$ cat src/shared/dtsr_defs.svh
// Register map, field positions, reset values and timing for the die temperature readout
`ifndef DTSR_DEFS_SVH
`define DTSR_DEFS_SVH

`define DTSR_ADDR_W 8
`define DTSR_ADDR_CTRL 8'h00
`define DTSR_ADDR_CONV 8'h04
`define DTSR_ADDR_TCFG 8'h08
`define DTSR_ADDR_STAT 8'h0C
`define DTSR_ADDR_READ 8'h10
`define DTSR_ADDR_CODE 8'h14

`define DTSR_CTRL_START 0
`define DTSR_CONV_SEL_LSB 0
`define DTSR_CONV_DEC_LSB 8
`define DTSR_TCFG_DEC_LSB 0
`define DTSR_TCFG_OFS_LSB 8
`define DTSR_TCFG_USR_BIT 16
`define DTSR_TCFG_WIN_LSB 20

`define DTSR_CH_EXT_MAX 5'h03
`define DTSR_CH_SENSOR 5'h10
`define DTSR_RST_CH 5'h00
`define DTSR_RST_DEC 3'h0
`define DTSR_RST_OFS 8'h00
`define DTSR_RST_WIN 4'h0

`define DTSR_DECIM_BASE 256
`define DTSR_MEAS_CONV 3'h6
`define DTSR_ACLK_KHZ 250000
`define DTSR_CONV_KHZ 40000
`define DTSR_DIV ((`DTSR_ACLK_KHZ + `DTSR_CONV_KHZ / 2) / `DTSR_CONV_KHZ)
`define DTSR_TEMP_SHIFT 4
`define DTSR_TEMP_BIAS 16'h0080

`define DTSR_RESP_OKAY 2'h0
`define DTSR_RESP_SLVERR 2'h2

`endif

$ cat src/shared/dtsr_pkg.sv
// Types shared by the die temperature readout
package dtsr_pkg;

    typedef struct packed {
        logic [3:0] change_window_deg;
        logic use_user_offset;
        logic [7:0] offset;
        logic [2:0] temp_conv_decim_sel;
    } dtsr_tcfg_s;

    typedef struct packed {
        logic busy;
        logic change_direction_up;
        logic change_over_limit_flag;
        logic reading_valid_flag;
    } dtsr_stat_s;

    typedef enum logic [0:0] {
        st_idle,
        st_run
    } dtsr_state_e;

endpackage
$ cat src/core/dtsr_top.sv
// Die temperature readout on the shared auxiliary converter, AXI4-Lite register slave
`timescale 1ns/1ps
`include "dtsr_defs.svh"

module dtsr_top
    import dtsr_pkg::*;
#(
    parameter int CONV_BASE_CYCLES = `DTSR_DECIM_BASE
) (
    input wire logic aclk,
    input wire logic aresetn,
    input wire logic [`DTSR_ADDR_W-1:0] s_axi_awaddr,
    input wire logic [2:0] s_axi_awprot,
    input wire logic s_axi_awvalid,
    output logic s_axi_awready,
    input wire logic [31:0] s_axi_wdata,
    input wire logic [3:0] s_axi_wstrb,
    input wire logic s_axi_wvalid,
    output logic s_axi_wready,
    output logic [1:0] s_axi_bresp,
    output logic s_axi_bvalid,
    input wire logic s_axi_bready,
    input wire logic [`DTSR_ADDR_W-1:0] s_axi_araddr,
    input wire logic [2:0] s_axi_arprot,
    input wire logic s_axi_arvalid,
    output logic s_axi_arready,
    output logic [31:0] s_axi_rdata,
    output logic [1:0] s_axi_rresp,
    output logic s_axi_rvalid,
    input wire logic s_axi_rready,
    input wire logic [11:0] conv_code_pin,
    input wire logic [7:0] fused_offset_pin,
    output logic conv_clk_out,
    output logic [4:0] conv_input_select
);

    ////////////////////////////////////////////////////////////////////////////////
    function automatic logic [31:0] merge(input logic [31:0] old, input logic [31:0] data,
                                          input logic [3:0] strb);
        merge = old;
        for (int i = 0; i < 4; i++) begin
            if (strb[i]) begin
                merge[i*8 +: 8] = data[i*8 +: 8];
            end
        end
    endfunction

    function automatic logic [23:0] conv_len(input logic [2:0] sel);
        conv_len = 24'(CONV_BASE_CYCLES) << sel;
    endfunction

    function automatic logic [15:0] to_celsius(input logic [11:0] code, input logic [7:0] ofs);
        to_celsius = 16'(code >> `DTSR_TEMP_SHIFT) + {{8{ofs[7]}}, ofs} - `DTSR_TEMP_BIAS;
    endfunction

    function automatic logic legal_channel(input logic [4:0] ch);
        legal_channel = (ch <= `DTSR_CH_EXT_MAX) || (ch == `DTSR_CH_SENSOR);
    endfunction

    ////////////////////////////////////////////////////////////////////////////////
    // Pin synchronisers; the code word is slow against aclk, so skew is tolerated
    logic [11:0] code_s1_r, code_s2_r;
    logic [7:0] fuse_s1_r, fuse_s2_r;

    always_ff @(posedge aclk) begin
        if (!aresetn) begin
            code_s1_r <= 12'h000;
            code_s2_r <= 12'h000;
            fuse_s1_r <= 8'h00;
            fuse_s2_r <= 8'h00;
        end else begin
            code_s1_r <= conv_code_pin;
            code_s2_r <= code_s1_r;
            fuse_s1_r <= fused_offset_pin;
            fuse_s2_r <= fuse_s1_r;
        end
    end

    ////////////////////////////////////////////////////////////////////////////////
    // Bus slave and configuration
    logic aw_held_r, aw_held_nxt, w_held_r, w_held_nxt;
    logic [`DTSR_ADDR_W-1:0] aw_addr_r, aw_addr_nxt;
    logic [31:0] w_data_r, w_data_nxt;
    logic [3:0] w_strb_r, w_strb_nxt;
    logic bvalid_r, bvalid_nxt, rvalid_r, rvalid_nxt;
    logic [1:0] bresp_r, bresp_nxt, rresp_r, rresp_nxt;
    logic [31:0] rdata_r, rdata_nxt;
    logic [4:0] chan_r, chan_nxt;
    logic [2:0] conv_dec_r, conv_dec_nxt;
    dtsr_tcfg_s tcfg_r, tcfg_nxt;
    logic start_req;

    dtsr_stat_s stat_r, stat_nxt;
    logic [15:0] reading_r, reading_nxt;
    logic [11:0] result_r, result_nxt;

    assign s_axi_awready = !aw_held_r;
    assign s_axi_wready = !w_held_r;
    assign s_axi_arready = !rvalid_r;
    assign s_axi_bvalid = bvalid_r;
    assign s_axi_bresp = bresp_r;
    assign s_axi_rvalid = rvalid_r;
    assign s_axi_rresp = rresp_r;
    assign s_axi_rdata = rdata_r;
    assign conv_input_select = chan_r;

    always_comb begin
        logic [31:0] wv;
        logic [`DTSR_ADDR_W-1:0] wa, ra;
        wv = 32'h0000_0000;
        wa = {aw_addr_r[`DTSR_ADDR_W-1:2], 2'h0};
        ra = {s_axi_araddr[`DTSR_ADDR_W-1:2], 2'h0};
        aw_held_nxt = aw_held_r;
        aw_addr_nxt = aw_addr_r;
        w_held_nxt = w_held_r;
        w_data_nxt = w_data_r;
        w_strb_nxt = w_strb_r;
        bvalid_nxt = bvalid_r;
        bresp_nxt = bresp_r;
        rvalid_nxt = rvalid_r;
        rresp_nxt = rresp_r;
        rdata_nxt = rdata_r;
        chan_nxt = chan_r;
        conv_dec_nxt = conv_dec_r;
        tcfg_nxt = tcfg_r;
        start_req = 1'b0;
        if (s_axi_awvalid && !aw_held_r) begin
            aw_held_nxt = 1'b1;
            aw_addr_nxt = s_axi_awaddr;
        end
        if (s_axi_wvalid && !w_held_r) begin
            w_held_nxt = 1'b1;
            w_data_nxt = s_axi_wdata;
            w_strb_nxt = s_axi_wstrb;
        end
        if (bvalid_r && s_axi_bready) begin
            bvalid_nxt = 1'b0;
        end
        if (aw_held_r && w_held_r && !bvalid_r) begin
            aw_held_nxt = 1'b0;
            w_held_nxt = 1'b0;
            bvalid_nxt = 1'b1;
            bresp_nxt = `DTSR_RESP_OKAY;
            case (wa)
                `DTSR_ADDR_CTRL: begin
                    start_req = w_strb_r[0] && w_data_r[`DTSR_CTRL_START];
                end
                `DTSR_ADDR_CONV: begin
                    wv = merge({21'h0, conv_dec_r, 3'h0, chan_r}, w_data_r, w_strb_r);
                    // Illegal codes are dropped so the mux never sees an unrouted input
                    if (legal_channel(wv[`DTSR_CONV_SEL_LSB +: 5])) begin
                        chan_nxt = wv[`DTSR_CONV_SEL_LSB +: 5];
                    end
                    conv_dec_nxt = wv[`DTSR_CONV_DEC_LSB +: 3];
                end
                `DTSR_ADDR_TCFG: begin
                    wv = merge({8'h0, tcfg_r.change_window_deg, 3'h0, tcfg_r.use_user_offset,
                                tcfg_r.offset, 5'h0, tcfg_r.temp_conv_decim_sel},
                               w_data_r, w_strb_r);
                    tcfg_nxt.temp_conv_decim_sel = wv[`DTSR_TCFG_DEC_LSB +: 3];
                    tcfg_nxt.offset = wv[`DTSR_TCFG_OFS_LSB +: 8];
                    tcfg_nxt.use_user_offset = wv[`DTSR_TCFG_USR_BIT];
                    tcfg_nxt.change_window_deg = wv[`DTSR_TCFG_WIN_LSB +: 4];
                end
                `DTSR_ADDR_STAT, `DTSR_ADDR_READ, `DTSR_ADDR_CODE: begin
                    bresp_nxt = `DTSR_RESP_OKAY;
                end
                default: begin
                    bresp_nxt = `DTSR_RESP_SLVERR;
                end
            endcase
        end
        if (rvalid_r && s_axi_rready) begin
            rvalid_nxt = 1'b0;
        end
        if (s_axi_arvalid && !rvalid_r) begin
            rvalid_nxt = 1'b1;
            rresp_nxt = `DTSR_RESP_OKAY;
            case (ra)
                `DTSR_ADDR_CTRL: rdata_nxt = {31'h0, stat_r.busy};
                `DTSR_ADDR_CONV: rdata_nxt = {21'h0, conv_dec_r, 3'h0, chan_r};
                `DTSR_ADDR_TCFG: begin
                    rdata_nxt = {8'h0, tcfg_r.change_window_deg, 3'h0, tcfg_r.use_user_offset,
                                 tcfg_r.offset, 5'h0, tcfg_r.temp_conv_decim_sel};
                end
                `DTSR_ADDR_STAT: rdata_nxt = {28'h0, stat_r};
                `DTSR_ADDR_READ: rdata_nxt = {16'h0, reading_r};
                `DTSR_ADDR_CODE: rdata_nxt = {20'h0, result_r};
                default: begin
                    rdata_nxt = 32'h0000_0000;
                    rresp_nxt = `DTSR_RESP_SLVERR;
                end
            endcase
        end
    end

    always_ff @(posedge aclk) begin
        if (!aresetn) begin
            aw_held_r <= 1'b0;
            aw_addr_r <= `DTSR_ADDR_CTRL;
            w_held_r <= 1'b0;
            w_data_r <= 32'h0000_0000;
            w_strb_r <= 4'h0;
            bvalid_r <= 1'b0;
            bresp_r <= `DTSR_RESP_OKAY;
            rvalid_r <= 1'b0;
            rresp_r <= `DTSR_RESP_OKAY;
            rdata_r <= 32'h0000_0000;
            chan_r <= `DTSR_RST_CH;
            conv_dec_r <= `DTSR_RST_DEC;
            tcfg_r <= '{`DTSR_RST_WIN, 1'b0, `DTSR_RST_OFS, `DTSR_RST_DEC};
        end else begin
            aw_held_r <= aw_held_nxt;
            aw_addr_r <= aw_addr_nxt;
            w_held_r <= w_held_nxt;
            w_data_r <= w_data_nxt;
            w_strb_r <= w_strb_nxt;
            bvalid_r <= bvalid_nxt;
            bresp_r <= bresp_nxt;
            rvalid_r <= rvalid_nxt;
            rresp_r <= rresp_nxt;
            rdata_r <= rdata_nxt;
            chan_r <= chan_nxt;
            conv_dec_r <= conv_dec_nxt;
            tcfg_r <= tcfg_nxt;
        end
    end

    ////////////////////////////////////////////////////////////////////////////////
    // Converter timing and measurement sequencing
    dtsr_state_e state_r, state_nxt;
    logic [2:0] div_r, div_nxt, meas_r, meas_nxt;
    logic [23:0] cyc_r, cyc_nxt;
    logic conv_clk_r, conv_clk_nxt, have_prev_r, have_prev_nxt;
    logic [15:0] prev_r, prev_nxt;

    assign conv_clk_out = conv_clk_r;

    always_comb begin
        logic tick, conv_end;
        logic [23:0] len;
        logic [15:0] cur;
        logic [16:0] diff;
        tick = (div_r == 3'(`DTSR_DIV - 1));
        conv_end = 1'b0;
        len = 24'h000000;
        cur = 16'h0000;
        diff = 17'h00000;
        div_nxt = tick ? 3'h0 : div_r + 3'h1;
        conv_clk_nxt = (div_nxt >= 3'(`DTSR_DIV / 2));
        state_nxt = state_r;
        meas_nxt = meas_r;
        cyc_nxt = cyc_r;
        have_prev_nxt = have_prev_r;
        prev_nxt = prev_r;
        stat_nxt = stat_r;
        reading_nxt = reading_r;
        result_nxt = result_r;
        len = conv_len((state_r == st_run) ? tcfg_r.temp_conv_decim_sel : conv_dec_r);
        // Starts during a measurement are ignored; the running one finishes untouched
        if (start_req && state_r == st_idle) begin
            state_nxt = st_run;
            meas_nxt = 3'h0;
            cyc_nxt = 24'h000000;
            div_nxt = 3'h0;
            stat_nxt.reading_valid_flag = 1'b0;
            stat_nxt.busy = 1'b1;
        end else if (tick) begin
            // Compare with >= so a decimation cut mid-conversion cannot overrun
            if (cyc_r >= len - 24'h000001) begin
                cyc_nxt = 24'h000000;
                conv_end = 1'b1;
            end else begin
                cyc_nxt = cyc_r + 24'h000001;
            end
        end
        if (conv_end) begin
            result_nxt = code_s2_r;
            case (state_r)
                st_run: begin
                    if (meas_r == `DTSR_MEAS_CONV - 3'h1) begin
                        cur = to_celsius(code_s2_r, tcfg_r.use_user_offset ?
                                         tcfg_r.offset : fuse_s2_r);
                        diff = {cur[15], cur} - {prev_r[15], prev_r};
                        if (diff[16]) begin
                            diff = 17'h00000 - diff;
                        end
                        reading_nxt = cur;
                        stat_nxt.reading_valid_flag = 1'b1;
                        stat_nxt.change_over_limit_flag = have_prev_r &&
                            (diff > {13'h0000, tcfg_r.change_window_deg});
                        stat_nxt.change_direction_up = have_prev_r &&
                            (diff > {13'h0000, tcfg_r.change_window_deg}) &&
                            ($signed(cur) > $signed(prev_r));
                        stat_nxt.busy = 1'b0;
                        prev_nxt = cur;
                        have_prev_nxt = 1'b1;
                        state_nxt = st_idle;
                    end else begin
                        meas_nxt = meas_r + 3'h1;
                    end
                end
                st_idle: meas_nxt = 3'h0;
                default: state_nxt = st_idle;
            endcase
        end
    end

    always_ff @(posedge aclk) begin
        if (!aresetn) begin
            state_r <= st_idle;
            div_r <= 3'h0;
            meas_r <= 3'h0;
            cyc_r <= 24'h000000;
            conv_clk_r <= 1'b0;
            have_prev_r <= 1'b0;
            prev_r <= 16'h0000;
            stat_r <= 4'h0;
            reading_r <= 16'h0000;
            result_r <= 12'h000;
        end else begin
            state_r <= state_nxt;
            div_r <= div_nxt;
            meas_r <= meas_nxt;
            cyc_r <= cyc_nxt;
            conv_clk_r <= conv_clk_nxt;
            have_prev_r <= have_prev_nxt;
            prev_r <= prev_nxt;
            stat_r <= stat_nxt;
            reading_r <= reading_nxt;
            result_r <= result_nxt;
        end
    end

endmodule

$ cat config.mk
export PLATFORM = sky130hd
export DESIGN_NAME = dtsr_top
export DESIGN_NICKNAME = d
export VERILOG_FILES = /design/src/shared/dtsr_pkg.sv /design/src/core/dtsr_top.sv
export VERILOG_INCLUDE_DIRS = /design/src /design/src/shared
export SDC_FILE = /design/constraint.sdc
export NUM_CORES = 1
export LEC_CHECK = 0
export ABC_CLOCK_PERIOD_IN_PS = 8600
export BUFFER_PORTS_ARGS = -buffer_cell sky130_fd_sc_hd__buf_2
export CORE_MARGIN = 3
export CORE_UTILIZATION = 60
export DETAILED_ROUTE_END_ITERATION = 16
export PLACE_DENSITY = 0.95
export REMOVE_ABC_BUFFERS = 1
export SETUP_SLACK_MARGIN = 0.4
export SLEW_MARGIN = 25
export SYNTH_ARGS = -nofsm -noshare
export SYNTH_HDL_FRONTEND = slang
export SYNTH_SLANG_ARGS = --single-unit
$ cat constraint.sdc
create_clock -name aclk -period 8.6 [get_ports aclk]
set_input_delay 1.29 -clock aclk [delete_from_list [all_inputs] [get_ports aclk]]
set_output_delay 1.29 -clock aclk [all_outputs]
set_load 0.005 [all_outputs]
After elaboration in Yosys (flattened, before gate mapping)
Cells that the tools add are included.
{"block": "word_totals", "in_bits": 85, "output_inout_bits": 47, "wordCells": 127, "reg_bits": 199}
{"block": "classes", "n_mux": 36, "n_addsub": 8, "shift": 1, "n_lt_le_gt_ge": 5, "n_reduce_logical": 30, "n_eq_ne": 13, "bitwise_logic": 2}
{"op": "$pmux W24 S6", "n": 1}
{"op": "$mux W17", "n": 4}
{"op": "$add A24 B1 Y24 const B", "n": 1}
{"op": "$eq A6 B2 Y1 const B", "n": 4}
{"op": "$eq A6 B3 Y1 const B", "n": 4}
{"op": "$ge A24 B24 Y1", "n": 1}
{"op": "$mux W24", "n": 1}
{"op": "$shl A9 B3 Y24 const A", "n": 1}
{"op": "$sub A24 B1 Y24 const B", "n": 1}
{"op": "$reduce_and A3 Y1", "n": 6}
{"op": "$gt A17 B4 Y1", "n": 1}
{"op": "$sub A1 B17 Y17 const A", "n": 1}
{"op": "$mux W1", "n": 15}
{"op": "$mux W3", "n": 5}
{"op": "$mux W5", "n": 3}
{"op": "$eq A6 B1 Y1 const B", "n": 2}
{"op": "$logic_not A6 Y1", "n": 2}
{"op": "$mux W4", "n": 3}
{"op": "$reduce_or A6 Y1", "n": 2}
{"op": "$sub A11 B11 Y12", "n": 1}
{"op": "$gt A11 B11 Y1", "n": 1}
{"op": "$logic_and A1 B1 Y1", "n": 11}
{"op": "$sub A10 B9 Y11 const B", "n": 1}
{"op": "$add A9 B8 Y10", "n": 1}
{"op": "other kinds (13)", "n": 22}

Longest topological paths before layout
{"block": "depth", "ltp_word": 15, "ltp_mapped": 27}

Least setup slack after synthesis
No wires, ideal clock.
{"block": "synth_path", "path_kind": "register -> register", "startpoint": "reg tcfg_r[11] in the netlist's numbering", "endpoint": "reg stat_r[1] in the netlist's numbering", "stages_incl_launch_ff": 28, "setup_slack_ps": 3108, "t_arrival_ps": 5359, "cell_sequence": "dfxtp_1 -> clkbuf_1 -> mux2_2 -> ha_1 -> ha_1 -> fa_1 -> a21o_1 -> a21oi_1 -> o21bai_1 -> a21oi_1 -> xnor2_1 -> ha_1 -> and2_1 -> a22o_1 -> o21bai_1 -> a31o_2 -> nand2_1 -> o21ai_0 -> ha_1 -> nor2b_1 -> o21ai_0 -> nand2b_1 -> a21oi_1 -> o2bb2ai_1 -> a2111oi_4 -> nand3_2 -> o31ai_1 -> a21oi_1"}
{"block": "synth_via", "elab_chain_cells": 11}
{"element": "start: declaration", "line_no": "dtsr_top.sv:90", "source": "dtsr_tcfg_s tcfg_r, tcfg_nxt;"}
{"element": "start signal: assignment", "line_no": "dtsr_top.sv:211", "source": "tcfg_r <= '{`DTSR_RST_WIN, 1'b0, `DTSR_RST_OFS, `DTSR_RST_DEC};"}
{"element": "start signal: assignment", "line_no": "dtsr_top.sv:225", "source": "tcfg_r <= tcfg_nxt;"}
{"element": "$mux W8 (*)", "line_no": "dtsr_top.sv:282", "source": "cur = to_celsius(code_s2_r, tcfg_r.use_user_offset ?"}
{"element": "$add A9 B8 Y10 (*)", "line_no": "dtsr_top.sv:53", "source": "to_celsius = 16'(code >> `DTSR_TEMP_SHIFT) + {{8{ofs[7]}}, ofs} - `DTSR_TEMP_BIAS;"}
{"element": "$sub A10 B9 Y11 (no source line) (*)"}
{"element": "$sub A11 B11 Y12 (*)", "line_no": "dtsr_top.sv:284", "source": "diff = {cur[15], cur} - {prev_r[15], prev_r};"}
{"element": "$sub A1 B17 Y17", "line_no": "dtsr_top.sv:286", "source": "diff = 17'h00000 - diff;"}
{"element": "$mux W17 (*)", "line_no": "dtsr_top.sv:285", "source": "if (diff[16]) begin"}
{"element": "$mux W17 (*)", "line_no": "dtsr_top.sv:281", "source": "if (meas_r == `DTSR_MEAS_CONV - 3'h1) begin"}
{"element": "$mux W17 (*)", "line_no": "dtsr_top.sv:279", "source": "case (state_r)"}
{"element": "$mux W17 (*)", "line_no": "dtsr_top.sv:277", "source": "if (conv_end) begin"}
{"element": "$gt A17 B4 Y1 (*)", "line_no": "dtsr_top.sv:291", "source": "(diff > {13'h0000, tcfg_r.change_window_deg});"}
{"element": "$logic_and A1 B1 Y1 (*)", "line_no": "dtsr_top.sv:290", "source": "stat_nxt.change_over_limit_flag = have_prev_r &&"}
{"element": "end signal: assignment", "line_no": "dtsr_top.sv:329", "source": "stat_r <= stat_nxt;"}
{"element": "end: declaration", "line_no": "dtsr_top.sv:93", "source": "dtsr_stat_s stat_r, stat_nxt;"}
Mark *: on every way between the ends. The rest lies on a longest branch, timed or not. The select of a mux whose other input is x is not followed.
A chain may end at the register's enable or synchronous reset.

Worst setup path after layout
Same ends and word-level chain as after synthesis.

==> results.json <==
{
  "power_frac_comb_pct": 11.6,
  "power_density_nw_per_um2": 191,
  "tns_ns": 0,
  "drtAntennaViolNets": 0,
  "crit_type": "reg -> reg",
  "finalWirelength_um": 21600,
  "hold_violations": 0,
  "fin_crit_ns": 6.59,
  "cts_tree": "done",
  "endpoint": "stat_r[1]",
  "cts_buffer_depth": 2,
  "grt_pass1_wl_um": 34600,
  "slew_headroom_pct": 23.9,
  "slew_violations": 0,
  "cts_htree_levels": 4,
  "clock-root-buffer": "clkbuf_16",
  "tightest_slew_ns": 1.14,
  "seqPwrFrac_pct": 48.0,
  "numCtsBuffers": 17,
  "cp.buffers_inverters": 0,
  "placed_cells": 1184,
  "dr.first_iter.drc_count": 736,
  "irDropWorstVdd_mv": 0.186,
  "die_w_um": 124,
  "drive_gt1_share_pct": 16.3,
  "period_share_pct": 76.6,
  "ff2ff_setup_slack_ns": 2.01,
  "vias_per_cell": 6.00,
  "critPathArrivalTime_ns": 6.88,
  "ys_seq_elements": 178,
  "maxCapViolCount": 0,
  "synth_top_area_cell": "dfxtp_1",
  "critPathTopFamily": "compound AO/OA/AOI/OAI gates",
  "crit_required_ns": 8.89,
  "r2r_start": "tcfg_r[11]",
  "stdcell_count": 1216,
  "synth_cell_types": 77,
  "core.rowCount": 42,
  "r2r_end": "stat_r[1]",
  "yosys_warnings": 0,
  "io_pins": 132,
  "crit_cells": 26,
  "synth_top_area_share_pct": 42.7,
  "synth_flop_cell": "dfxtp_1",
  "wl_per_cell_um": 17.8,
  "antenna_found_initial": 0,
  "status": "complete, no violations",
  "synth_area_um2": 8350,
  "slowest_stage": "dfxtp_1",
  "synth.avg_cell_area_um2": 8.76,
  "worstRegToRegCells": 26,
  "min_path_cells": 1,
  "grt_pass1_vias": 7029,
  "dieArea_um2": 15400,
  "area_delta_synth_final_pct": 12.6,
  "p_leak_uw": 0.00393,
  "pwr-share-clk_pct": 40.4,
  "clk_pin_slew_worst_paths_ns": 0.06,
  "cts_num_sinks": 178,
  "hold_buffers": 0,
  "post_cts_buffers": 0,
  "track_usage_pct": 28.8,
  "cts_resized": 0,
  "setup_viol": 0,
  "die_y_um": 124,
  "clk_latency_ns": 0.44,
  "rsz0062_at_grt": "false",
  "ys_seq_area_share_pct": 42.7,
  "grt_start_max_net_pins": 54,
  "crit_path_start": "tcfg_r[11]",
  "crit_fanout": 10,
  "dp_hpwl_um": 14300,
  "synth_area_leaders": "dfxtp_1, ha_1, a21oi_1, nor2_1, nand2_1",
  "crit_path_max_incr_delay_ns": 0.62,
  "initial_utilization_pct": 62.3,
  "synth_edf_count": 0,
  "syn_inst": 953,
  "num_antenna_cells": 0,
  "crit_path_end_kind": "register",
  "core_area_um2": 13400,
  "netSwitchingPower_uw": 464,
  "p_int_uw": 1330,
  "nets": 1158,
  "max_freq_ghz": 0.152,
  "drc": 0,
  "gp_congestion": 0.960,
  "drtPass1Iterations": 6,
  "skew_ns": 0.00978,
  "crit_path_start_kind": "register",
  "portBuffers": 93,
  "hold_class": "reg -> reg",
  "switching_share_pct": 25.8,
  "overflow": 0,
  "routed-via-count": 7297,
  "async_reset_ff_share_pct": 0
}
[cell families after synthesis]
logic type / count (synthesis) / synth area share (%)
buffers and inverters: 88 / 4.86
multiplexers: 49 / 6.05
AND/OR/NAND/NOR: 382 / 22.4
XOR/XNOR: 31 / 3.25
adder cells (fa/ha/maj): 46 / 7.16
flip-flops: 178 / 42.7
other: 2 / 0.0899
AO/OA/AOI/OAI: 177 / 13.5
[routing by layer]
layer / track usage (%) / part of all wire (%) / up-vias / routed length (um)
met2: 47.8 / 49 / 382 / 10500
met4: 16.2 / 4.4 / 0 / 961
met1: 35.0 / 39 / 3419 / 8440
met5: 0 / 0 / - / 0
li1: - / - / 3402 / -
met3: 5.95 / 7.8 / 94 / 1690
[worst reg2reg max path, cell delays in order, from the launching register on]
cell       delay [ns]
dfxtp_1          0.62
mux2_2           0.40
ha_1             0.29
ha_1             0.24
fa_1             0.43
a21o_1           0.19
a21oi_1          0.29
o21bai_1         0.14
a21oi_1          0.31
xnor2_1          0.24
ha_1             0.37
and2_1           0.22
a22o_1           0.22
o21bai_1         0.25
a31o_2           0.26
nand2_1          0.06
o21ai_0          0.07
ha_1             0.26
nor2b_1          0.14
o21ai_0          0.18
nand2b_1         0.08
a21oi_1          0.14
o2bb2ai_1        0.12
a2111oi_4        0.36
nand3_2          0.13
o31ai_1          0.30
a21oi_1          0.12
[final cells by class]
cell class              count  area [um2]
clock buffers              23         488
clock inverters             9        68.8
fillers                   884        4000
inverters                  33         124
multi-input cells         699        4440
flip-flops and latches    178        3560
well taps                 176         220
repair buffers             98         503
[power by group through the flow]
stage                     sequential (uW)  clock (uW)  combinational, uW
after CTS                             862         729                204
after floorplan                       875           0                140
after global placement                878           0                191
after detailed placement              879           0                199
final                                 862         727                209
after global routing                  864         762                228
[placed cells by master (no fill, tap or decap), types with 3 or more instances in the layout]
| master | Yosys | routed |
|---|---|---|
| nor2_1 | 118 | 117 |
| a222oi_1 | 4 | 4 |
| or3_1 | 5 | 5 |
| mux2i_1 | 37 | 37 |
| nand2b_1 | 6 | 6 |
| nand3_1 | 31 | 31 |
| clkbuf_16 | 0 | 17 |
| mux2_2 | 12 | 12 |
| ha_1 | 43 | 43 |
| and3b_1 | 3 | 3 |
| a21o_1 | 5 | 5 |
| a21oi_1 | 97 | 97 |
| o21ai_0 | 18 | 18 |
| inv_1 | 29 | 29 |
| and3_1 | 5 | 5 |
| nor3b_1 | 3 | 3 |
| inv_6 | 0 | 4 |
| nor3_1 | 18 | 18 |
| a221oi_1 | 4 | 4 |
| xor2_1 | 15 | 15 |
| nor4_1 | 4 | 4 |
| a211oi_1 | 7 | 7 |
| clkbuf_8 | 0 | 4 |
| nor2b_1 | 10 | 9 |
| buf_2 | 3 | 93 |
| and2_1 | 45 | 45 |
| inv_2 | 4 | 4 |
| fa_1 | 3 | 3 |
| buf_4 | 17 | 5 |
| conb_1 | 2 | 14 |
| nand2_1 | 106 | 106 |
| a22oi_1 | 4 | 4 |
| nand4_1 | 6 | 6 |
| o21bai_1 | 3 | 3 |
| a31oi_1 | 6 | 6 |
| xnor2_1 | 16 | 16 |
| dfxtp_1 | 178 | 178 |
[flip-flops by register name, summed over array words and instances (netlist names), 6 cells and up]
signal / count
cyc_r: 24
s_axi_rdata: 21
w_data_r: 18
tcfg_r: 16
code_s1_r: 12
code_s2_r: 12
result_r: 12
prev_r: 11
fuse_s1_r: 8
fuse_s2_r: 8
aw_addr_r: 6
[through the flow]
step                      total power, uW  hold WS (ns)  instance area, um2  util, %  worst slack (ns)
after floorplan                      1020         0.412                8110        -              3.19
after global placement               1070         0.414                8840     66.0              2.69
after detailed placement             1080         0.420                8840     66.0              2.37
after CTS                            1800         0.435                9400     70.1              2.17
after global routing                 1850         0.445                9400     70.2              1.79
final                                1800         0.431                9400     70.2              2.01
[cells in the mapped netlist (4+ instances only)]
cell and instances:
a22oi_1 4, nor2b_1 10, dfxtp_1 178, ha_1 43, buf_4 17, xnor2_1 16
or3_1 5, xor2_1 15, and2_1 45, inv_2 4, a211oi_1 7, nand4_1 6
mux2i_1 37, nor3_1 18, a222oi_1 4, mux2_2 12, nor4_1 4, a221oi_1 4
nand2b_1 6, a21o_1 5, a21oi_1 97, and3_1 5, a31oi_1 6, nand2_1 106
inv_1 29, nor2_1 118, clkbuf_1 34, o21ai_0 18, nand3_1 31
[how the worst min path moves through the flow]
| stage | from | slack [ns] | end |
|---|---|---|---|
| final | code_s1_r[5] | 0.43 | code_s2_r[5] |
| after global routing | code_s1_r[5] | 0.45 | code_s2_r[5] |
| after CTS | code_s1_r[5] | 0.43 | code_s2_r[5] |
| after detailed placement | fuse_s1_r[5] | 0.42 | fuse_s2_r[5] |
| after global placement | fuse_s1_r[7] | 0.41 | fuse_s2_r[7] |
| after floorplan | code_s1_r[0] | 0.41 | code_s2_r[0] |
Note: power is estimated with default switching activity, not from simulation.
